### src/rtl/usi_pkg.sv
/*
  Constants for the UPS status indication block: flash timing, charge-level
  pattern timing, register offsets and field positions.
  Assumes a single 100 MHz system clock and a plain register port.
*/
package usi_pkg;

  // ----------------------------------------------------------------
  // Timing
  // ----------------------------------------------------------------
  localparam int unsigned CLK_HZ         = 100_000_000;
  localparam int unsigned SVC_FLASH_HZ   = 2;
  localparam int unsigned SVC_HALF_CYC   = CLK_HZ / (SVC_FLASH_HZ * 2);
  localparam int unsigned DIV_W          = 26;
  // Divider bit periods: bit 23 ~ 84 ms half period (normal flash, ~6 Hz),
  // bit 21 ~ 21 ms half period (fast flash)
  localparam int unsigned NORM_BIT       = 23;
  localparam int unsigned FAST_BIT       = 21;
  // Charge pattern: slot = one normal half period; group = 16 slots
  localparam logic [3:0]  GROUP_SLOTS    = 4'hf;

  // ----------------------------------------------------------------
  // Charge-level bands
  // ----------------------------------------------------------------
  localparam logic [6:0]  LVL_FULL       = 7'h64;
  localparam logic [6:0]  BAND           = 7'h14;

  // ----------------------------------------------------------------
  // Register map (word index = byte address / 4)
  // ----------------------------------------------------------------
  localparam logic [3:0]  REG_POLARITY   = 4'h0;
  localparam logic [3:0]  REG_EXTRA      = 4'h1;
  localparam logic [3:0]  REG_REMOTE_CFG = 4'h2;
  localparam logic [3:0]  REG_STATUS     = 4'h3;
  localparam logic [3:0]  REG_LEDS       = 4'h4;

  // Signal output bit positions (polarity and extra conditions)
  localparam int unsigned SO_ALARM       = 0;
  localparam int unsigned SO_BATMODE     = 1;
  localparam int unsigned SO_PGOOD       = 2;
  localparam int unsigned SO_READY       = 3;
  localparam int unsigned SO_OVERPOWER   = 4;
  localparam int unsigned SO_SERVICE     = 5;
  localparam int unsigned SO_N           = 6;

  localparam logic [5:0]  POL_RESET      = 6'h00;
  localparam logic [5:0]  EXTRA_RESET    = 6'h00;
  localparam logic [7:0]  REMOTE_RESET   = 8'h00;

  // LED drive encodings
  typedef enum logic [3:0] {
    LED_OFF   = 4'b0001,
    LED_ON    = 4'b0010,
    LED_FLASH = 4'b0100,
    LED_FAST  = 4'b1000
  } usi_led_mode_t;

endpackage

### src/rtl/usi_status.sv
/*
  UPS status indication: eleven front-panel LEDs, service-mode button,
  six polarity-configurable signal outputs, remote config latch.
  Assumes all inputs are synchronous to clock_i and the button input is
  already debounced.
*/
`timescale 1ns/1ns
`default_nettype none

module usi_status (
  // Clock and reset
  input  wire logic        clock_i,
  input  wire logic        rst_n_i,
  // Register port
  input  wire logic [3:0]  reg_addr_i,
  input  wire logic [31:0] reg_wdata_i,
  input  wire logic        reg_wr_i,
  input  wire logic        reg_rd_i,
  output logic      [31:0] reg_rdata_o,
  // Power stage flags
  input  wire logic        input_valid_i,
  input  wire logic        bypass_active_i,
  input  wire logic        bypass_fuse_bad_i,
  input  wire logic        bypass_ok_i,
  input  wire logic        parallel_active_i,
  input  wire logic        parallel_fault_i,
  input  wire logic        output_valid_i,
  input  wire logic        inverter_ok_i,
  input  wire logic        overload_i,
  input  wire logic        protective_bypass_i,
  input  wire logic        rectifier_ok_i,
  input  wire logic        battery_present_i,
  input  wire logic        battery_error_i,
  input  wire logic        battery_feeding_i,
  input  wire logic        battery_charging_i,
  input  wire logic        smart_battery_i,
  input  wire logic [6:0]  charge_level_i,
  input  wire logic        fan_replace_i,
  input  wire logic        battery_replace_i,
  input  wire logic        over_power_i,
  input  wire logic        mains_failed_i,
  // General, battery and parallel alarm causes
  input  wire logic [5:0]  gen_alarm_i,
  input  wire logic [8:0]  bat_alarm_i,
  input  wire logic [2:0]  par_alarm_i,
  // Front panel and remote
  input  wire logic        button_i,
  input  wire logic        remote_i,
  // LEDs, index 1..11 on bits 0..10
  output logic      [10:0] led_o,
  // Signal outputs
  output logic             alarm_o,
  output logic             battery_mode_o,
  output logic             power_good_o,
  output logic             ready_o,
  output logic             overpower_output_o,
  output logic             service_required_o,
  output logic             service_mode_o,
  output logic      [7:0]  remote_cfg_o
);

  // ----------------------------------------------------------------
  // Flash divider and charge pattern
  // ----------------------------------------------------------------
  logic [usi_pkg::DIV_W-1:0] div_r;
  logic [25:0]               svc_cnt_r;
  logic                      svc_ph_r;
  logic                      slot_q_r;
  logic [3:0]                slot_r;
  logic                      norm_ph;
  logic                      fast_ph;

  always_ff @(posedge clock_i) begin
    if (!rst_n_i) begin
      div_r <= '0;
    end else begin
      div_r <= div_r + 1'b1;
    end
  end

  assign norm_ph = div_r[usi_pkg::NORM_BIT];
  assign fast_ph = div_r[usi_pkg::FAST_BIT];

  // Exact 2 Hz / 50 % flash for service mode
  always_ff @(posedge clock_i) begin
    if (!rst_n_i) begin
      svc_cnt_r <= '0;
      svc_ph_r  <= 1'b0;
    end else if (svc_cnt_r == 26'(usi_pkg::SVC_HALF_CYC - 1)) begin
      svc_cnt_r <= '0;
      svc_ph_r  <= ~svc_ph_r;
    end else begin
      svc_cnt_r <= svc_cnt_r + 1'b1;
    end
  end

  // Pattern slots advance on each normal-flash half period
  always_ff @(posedge clock_i) begin
    if (!rst_n_i) begin
      slot_q_r <= 1'b0;
      slot_r   <= '0;
    end else begin
      slot_q_r <= norm_ph;
      if (norm_ph != slot_q_r) begin
        slot_r <= slot_r + 1'b1;
      end
    end
  end

  // Pulses sit on even slots 0,2,..; remaining slots form a long pause
  logic [2:0] pulses;
  logic       charge_ph;

  always_comb begin
    if (charge_level_i > 7'(usi_pkg::BAND * 4)) begin
      pulses = 3'd5;
    end else if (charge_level_i > 7'(usi_pkg::BAND * 3)) begin
      pulses = 3'd4;
    end else if (charge_level_i > 7'(usi_pkg::BAND * 2)) begin
      pulses = 3'd3;
    end else if (charge_level_i > usi_pkg::BAND) begin
      pulses = 3'd2;
    end else begin
      pulses = 3'd1;
    end
    charge_ph = !slot_r[0] && (slot_r[3:1] < pulses);
  end

  // ----------------------------------------------------------------
  // Service mode and remote configuration
  // ----------------------------------------------------------------
  logic       button_q_r;
  logic       service_r;
  logic       remote_q_r;
  logic [7:0] remote_pend_r = usi_pkg::REMOTE_RESET;
  logic [7:0] remote_act_r;
  logic       restart_r;

  always_ff @(posedge clock_i) begin
    if (!rst_n_i) begin
      button_q_r <= 1'b0;
      service_r  <= 1'b0;
    end else begin
      button_q_r <= button_i;
      if (button_i && !button_q_r) begin
        service_r <= ~service_r;
      end
    end
  end

  // Pending config is applied on remote edge or the first cycle after reset
  always_ff @(posedge clock_i) begin
    if (!rst_n_i) begin
      remote_q_r   <= 1'b0;
      restart_r    <= 1'b1;
      remote_act_r <= usi_pkg::REMOTE_RESET;
    end else begin
      remote_q_r <= remote_i;
      restart_r  <= 1'b0;
      if (restart_r || (remote_i != remote_q_r)) begin
        remote_act_r <= remote_pend_r;
      end
    end
  end

  // ----------------------------------------------------------------
  // Registers
  // ----------------------------------------------------------------
  logic [5:0] pol_r;
  logic [5:0] extra_r;

  // Pending config is not cleared by rst_n_i, so a restart
  // applies what software last wrote
  always_ff @(posedge clock_i) begin
    if (reg_wr_i && reg_addr_i == usi_pkg::REG_REMOTE_CFG) begin
      remote_pend_r <= reg_wdata_i[7:0];
    end
  end

  always_ff @(posedge clock_i) begin
    if (!rst_n_i) begin
      pol_r   <= usi_pkg::POL_RESET;
      extra_r <= usi_pkg::EXTRA_RESET;
    end else if (reg_wr_i) begin
      if (reg_addr_i == usi_pkg::REG_POLARITY) begin
        pol_r <= reg_wdata_i[5:0];
      end
      if (reg_addr_i == usi_pkg::REG_EXTRA) begin
        extra_r <= reg_wdata_i[5:0];
      end
    end
  end

  // ----------------------------------------------------------------
  // Alarm and signal conditions
  // ----------------------------------------------------------------
  logic              any_alarm;
  logic [usi_pkg::SO_N-1:0] base;
  logic [usi_pkg::SO_N-1:0] sig_nxt;

  always_comb begin
    any_alarm = (|gen_alarm_i) || service_r
              || (|bat_alarm_i)
              || (|par_alarm_i);
    base[usi_pkg::SO_ALARM]     = ~any_alarm;
    base[usi_pkg::SO_BATMODE]   = mains_failed_i && battery_feeding_i;
    base[usi_pkg::SO_PGOOD]     = output_valid_i;
    base[usi_pkg::SO_READY]     = battery_present_i
                                  && charge_level_i == usi_pkg::LVL_FULL;
    base[usi_pkg::SO_OVERPOWER] = over_power_i;
    base[usi_pkg::SO_SERVICE]   = fan_replace_i || battery_replace_i;
  end

  // Extra conditions OR in on the active sense; the alarm output is active low
  genvar gi;
  generate
    for (gi = 0; gi < usi_pkg::SO_N; gi++) begin : g_sig
      if (gi == usi_pkg::SO_ALARM) begin : g_lo
        assign sig_nxt[gi] = (base[gi] && !extra_r[gi]) ^ pol_r[gi];
      end else begin : g_hi
        assign sig_nxt[gi] = (base[gi] || extra_r[gi]) ^ pol_r[gi];
      end
    end
  endgenerate

  // ----------------------------------------------------------------
  // LED modes
  // ----------------------------------------------------------------
  // Each LED gets one mode; the loop below turns modes into lit bits
  usi_pkg::usi_led_mode_t led_mode [11];
  logic [10:0]            led_nxt;
  logic                   prot;

  always_comb begin
    prot = protective_bypass_i;
    if (input_valid_i) begin
      led_mode[0] = usi_pkg::LED_ON;
    end else begin
      led_mode[0] = usi_pkg::LED_OFF;
    end
    if (bypass_fuse_bad_i) begin
      led_mode[1] = usi_pkg::LED_FLASH;
    end else if (bypass_active_i && bypass_ok_i) begin
      led_mode[1] = usi_pkg::LED_ON;
    end else begin
      led_mode[1] = usi_pkg::LED_OFF;
    end
    if (parallel_fault_i) begin
      led_mode[2] = usi_pkg::LED_FLASH;
    end else if (parallel_active_i) begin
      led_mode[2] = usi_pkg::LED_ON;
    end else begin
      led_mode[2] = usi_pkg::LED_OFF;
    end
    if (remote_act_r != 8'h00) begin
      led_mode[3] = usi_pkg::LED_FLASH;
    end else if (output_valid_i) begin
      led_mode[3] = usi_pkg::LED_ON;
    end else begin
      led_mode[3] = usi_pkg::LED_OFF;
    end
    if (prot) begin
      led_mode[4] = usi_pkg::LED_FAST;
    end else if (overload_i) begin
      led_mode[4] = usi_pkg::LED_FLASH;
    end else if (inverter_ok_i) begin
      led_mode[4] = usi_pkg::LED_ON;
    end else begin
      led_mode[4] = usi_pkg::LED_OFF;
    end
    led_mode[5] = usi_pkg::LED_OFF;
    if (service_r && svc_ph_r) begin
      led_mode[6] = usi_pkg::LED_ON;
    end else if (service_r) begin
      led_mode[6] = usi_pkg::LED_OFF;
    end else if (any_alarm) begin
      led_mode[6] = usi_pkg::LED_ON;
    end else begin
      led_mode[6] = usi_pkg::LED_OFF;
    end
    if (!battery_present_i) begin
      led_mode[7] = usi_pkg::LED_OFF;
    end else if (battery_error_i) begin
      led_mode[7] = usi_pkg::LED_FLASH;
    end else if (charge_level_i == usi_pkg::LVL_FULL) begin
      led_mode[7] = usi_pkg::LED_ON;
    end else if (smart_battery_i && charge_ph) begin
      led_mode[7] = usi_pkg::LED_ON;
    end else if (smart_battery_i) begin
      led_mode[7] = usi_pkg::LED_OFF;
    end else begin
      led_mode[7] = usi_pkg::LED_FLASH;
    end
    if (battery_replace_i) begin
      led_mode[8] = usi_pkg::LED_FLASH;
    end else if (fan_replace_i) begin
      led_mode[8] = usi_pkg::LED_ON;
    end else begin
      led_mode[8] = usi_pkg::LED_OFF;
    end
    if (battery_charging_i) begin
      led_mode[9] = usi_pkg::LED_FLASH;
    end else if (battery_feeding_i) begin
      led_mode[9] = usi_pkg::LED_ON;
    end else begin
      led_mode[9] = usi_pkg::LED_OFF;
    end
    if (prot) begin
      led_mode[10] = usi_pkg::LED_FAST;
    end else if (overload_i) begin
      led_mode[10] = usi_pkg::LED_FLASH;
    end else if (rectifier_ok_i) begin
      led_mode[10] = usi_pkg::LED_ON;
    end else begin
      led_mode[10] = usi_pkg::LED_OFF;
    end
  end

  // Slow and fast flash share the divider, so LEDs 5 and 11 stay in step
  genvar li;
  generate
    for (li = 0; li < 11; li++) begin : g_led
      logic lit;
      always_comb begin
        case (led_mode[li])
          usi_pkg::LED_OFF:   lit = 1'b0;
          usi_pkg::LED_ON:    lit = 1'b1;
          usi_pkg::LED_FLASH: lit = norm_ph;
          usi_pkg::LED_FAST:  lit = fast_ph;
          default:            lit = 1'b0;
        endcase
      end
      assign led_nxt[li] = lit;
    end
  endgenerate

  // ----------------------------------------------------------------
  // Output flops and read port
  // ----------------------------------------------------------------
  always_ff @(posedge clock_i) begin
    if (!rst_n_i) begin
      led_o              <= '0;
      alarm_o            <= 1'b1;
      battery_mode_o     <= 1'b0;
      power_good_o       <= 1'b0;
      ready_o            <= 1'b0;
      overpower_output_o <= 1'b0;
      service_required_o <= 1'b0;
      service_mode_o     <= 1'b0;
      remote_cfg_o       <= usi_pkg::REMOTE_RESET;
    end else begin
      led_o              <= led_nxt;
      alarm_o            <= sig_nxt[usi_pkg::SO_ALARM];
      battery_mode_o     <= sig_nxt[usi_pkg::SO_BATMODE];
      power_good_o       <= sig_nxt[usi_pkg::SO_PGOOD];
      ready_o            <= sig_nxt[usi_pkg::SO_READY];
      overpower_output_o <= sig_nxt[usi_pkg::SO_OVERPOWER];
      service_required_o <= sig_nxt[usi_pkg::SO_SERVICE];
      service_mode_o     <= service_r;
      remote_cfg_o       <= remote_act_r;
    end
  end

  always_ff @(posedge clock_i) begin
    if (!rst_n_i) begin
      reg_rdata_o <= '0;
    end else if (reg_rd_i) begin
      case (reg_addr_i)
        usi_pkg::REG_POLARITY:   reg_rdata_o <= {26'h0, pol_r};
        usi_pkg::REG_EXTRA:      reg_rdata_o <= {26'h0, extra_r};
        usi_pkg::REG_REMOTE_CFG: reg_rdata_o <= {16'h0, remote_act_r, remote_pend_r};
        usi_pkg::REG_STATUS:     reg_rdata_o <= {24'h0, any_alarm, service_r, sig_nxt};
        usi_pkg::REG_LEDS:       reg_rdata_o <= {21'h0, led_o};
        default:                 reg_rdata_o <= '0;
      endcase
    end else begin
      reg_rdata_o <= '0;
    end
  end

endmodule

`default_nettype wire

### config.mk
export PLATFORM = sky130hd
export DESIGN_NAME = usi_status
export DESIGN_NICKNAME = d
export VERILOG_FILES = /design/src/rtl/usi_pkg.sv /design/src/rtl/usi_status.sv
export SDC_FILE = /design/constraint.sdc
export NUM_CORES = 1
export LEC_CHECK = 0
export CORE_MARGIN = 2
export CORE_UTILIZATION = 32
export DETAILED_ROUTE_END_ITERATION = 10
export DONT_BUFFER_PORTS = 1
export SLEW_MARGIN = 20
export SYNTH_ARGS = -nofsm -noshare
export SYNTH_HDL_FRONTEND = slang
export SYNTH_SLANG_ARGS = --single-unit
### constraint.sdc
create_clock -name clock_i -period 3.5 [get_ports clock_i]
set_clock_uncertainty 0.15 [all_clocks]
set_input_delay 0 -clock clock_i [delete_from_list [all_inputs] [get_ports clock_i]]
set_output_delay 0 -clock clock_i [all_outputs]
set_load 0.02 [all_outputs]
==> run summary <==
Remaining DRCs = 0
setup_tns = 0 ns
CTS max path bufs = 2
clock sinks = 129
post-detailed-route wirelength per cell = 15.8 µm
Final Non-Filler Cells = 858
drt first pass iters = 4
first-pass GRT wire length = 21.4 mm
DR vias/cell = 4.96
most frequent cells after synthesis = 121 x dfxtp_1, 104 x nor2_1, 29 x xor2_1
EDFF count, synth = 8
Mapped Avg Cell Area = 9.44 µm²
Routed Antenna Nets = 0
Reg clk slew, reported paths = 0.05 ns
worst r2r path cells = 7
placed cells = 776
layout cells sized above 1 = 0.0580
min-delay worst type = input port to register
final setup fails = 0
Worst slew margin = 0.352
WS Path Type = input port to register
core area = 16600 µm²
GR Overflow Total = 0
Inserted Clock Buffers = 17
Nets = 718
final HPWL from detailed placement = 9.12 mm
number of global-route vias before repair = 4308
CP endpoint = reg_rdata_o[2]
Req. time, crit path = 3.70 ns
antenna cells = 0
TritonCTS clock tree = yes
area leader, netlist = dfxtp_1
FF+latch count, synth = 129
gr usage total = 0.152
# Max-Cap Violations = 0
Seq/Total Area, Yosys = 0.490
Synth async-reset ratio = 0
row count = 47
Synth Warn # = 0
cells after synthesis = 576
Worst Path Arrival = 3.17 ns
Power Density = 521 nW/µm²
worst slew pin tran = 0.965 ns
crit path time final = 2.97 ns
DIE AREA = 18000 µm²
Placer Congestion = 0.815
fin. max-slew vios = 0
hold depth = 4
die height = 134 µm
worst r2r src = remote_pend_r[4]
Max VDD drop = 0.000282 V
via count = 4256
Synth Flop Type = dfxtp_1
Cell Area, Synth = 5440 µm²
worst r2r dst = reg_rdata_o[4]
Skew-Pair Late Insertion Delay = 0.41 ns
Leak = 2.53 nW
R2R setup slack = 0.60 ns
Crit. Startpoint = reg_addr_i[1]
RSZ-0062 raised after global routing = no
Starting Density = 0.328
initial antenna violation count = 0
post-CTS sizing = 0
count leader, synth = dfxtp_1
total wire length = 13.5 mm
DRT iter0 DRCs = 280
largest net degree at the start of global routing = 34
hold violation total from the final report = 0
Critical Path Start Type = input port
Fin Hold WS = 0.0113 ns
run status = complete, no violations
worst-path maximum fanout = 11
CTS root buffer = clkbuf_16
ranking of synthesized cells by area = dfxtp_1 45%, nor2_1 7.2%, mux2i_1 5.2%
share of the synthesized area in the top cell type = 0.446
Worst setup EP type = register
Max Clock Freq = 0.337 GHz
HP Start = bat_alarm_i[6]
H-tree levels = 4
period utilization = 0.848
# IOs = 145
port bufs = 0
area growth from synthesis to layout = 22.2%
Die Width = 134 µm
Yosys cell types = 55
==> state kept, by name, indices dropped and copies added, names as in the netlist, 4 cells and up <==
name	count
slot_r	4
remote_pend_r	8
led_o	10
extra_r	6
reg_rdata_o	16
remote_act_r	8
div_r	24
svc_cnt_r	26
remote_cfg_o	8
pol_r	6
==> worst max-delay path, stage by stage <==
cell	delay (ns)
dlygate4sd3_1	0.79
nor2b_1	0.25
a22oi_1	0.12
nor3_1	0.17
dlygate4sd3_1	0.59
a21oi_1	0.04
dlygate4sd3_1	0.58
nor2_1	0.09
dlygate4sd3_1	0.55
==> kinds of logic (layout without fill, tap and decap cells) <==
family / after synthesis / in the layout / share of synthesized area
mux: 28 / 28 / 0.0516
buf+inv: 46 / 92 / 0.0490
compound gates: 56 / 56 / 0.0688
flops: 129 / 129 / 0.490
fa+ha+maj: 5 / 5 / 0.0115
simple gates: 256 / 256 / 0.240
xor+xnor: 55 / 55 / 0.0886
other cells: 1 / 17 / 0.000690
==> what timing repair did <==
item                       in CTS  in global routing
hold endpoints to repair       74                  0
setup buffers                   0                  0
hold buffers                   51                  0
setup endpoints to repair       0                  0
==> stage by stage <==
| stage | area [µm²] | total power [mW] | utilization | setup WS [ns] |
|---|---|---|---|---|
| 4_1_cts | 6640 | 3.48 | 0.400 | 0.669 |
| 2_1_floorplan | 5500 | 1.71 | - | 1.66 |
| 5_1_grt | 6640 | 3.57 | 0.400 | 0.344 |
| 6_report | 6640 | 3.46 | 0.400 | 0.531 |
| 3_5_place_dp | 5550 | 1.72 | 0.335 | 0.988 |
| 3_3_place_gp | 5550 | 1.71 | 0.335 | 1.12 |
==> how the worst min path moves through the flow <==
stage / slack (ns) / to
finish: 0.01 / alarm_o
global route: 0.05 / alarm_o
CTS: 0.01 / reg_rdata_o[10]
detailed placement: -0.05 / remote_pend_r[7]
global placement: -0.05 / remote_pend_r[7]
floorplan: -0.05 / remote_pend_r[0]
==> area by class of cell <==
type	instances	area (µm²)
clock buffer	28	539
clock inverter	3	42.5
fill	1621	9940
inverter	8	30.0
multi-input combinational	417	2570
sequential	129	2660
tap	220	275
timing repair buffer	53	526
==> per-layer routing <==
| metal | part of all wire | track usage | up-vias |
|---|---|---|---|
| li1 | - | - | 2060 |
| met2 | 0.49 | 0.257 | 171 |
| met5 | 0 | 0 | - |
| met1 | 0.40 | 0.167 | 1988 |
| met4 | 0.034 | 0.0865 | 0 |
| met3 | 0.077 | 0.0499 | 37 |
==> power breakdown <==
group          switching [mW]  internal [mW]  total (mW)
clock network           0.598           1.11        1.71
registers              0.0434           1.52        1.56
logic                   0.104         0.0815       0.186
total                   0.746           2.71        3.46
==> cell usage in the layout, fill, tap and decap left out, types with 3 or more instances in the layout <==
| cell | count |
|---|---|
| xor2_1 | 29 |
| and2_1 | 25 |
| edfxtp_1 | 8 |
| clkbuf_1 | 6 |
| a22o_1 | 4 |
| nand4_1 | 19 |
| clkbuf_16 | 19 |
| nand2b_1 | 3 |
| xnor2_1 | 26 |
| conb_1 | 17 |
| mux2i_1 | 28 |
| nand2_1 | 22 |
| or3_1 | 5 |
| nor2_1 | 104 |
| clkbuf_8 | 3 |
| a21oi_1 | 17 |
| and4_1 | 7 |
| nor2b_1 | 5 |
| nor2_2 | 3 |
| nand3_1 | 18 |
| a22oi_1 | 7 |
| ha_1 | 5 |
| and3_1 | 10 |
| dfxtp_1 | 121 |
| o21ai_0 | 9 |
| o31ai_1 | 3 |
| dlygate4sd3_1 | 51 |
| inv_1 | 7 |
| nor4_1 | 9 |
| nor3_1 | 13 |
Note: power is estimated with default switching activity, not from simulation.
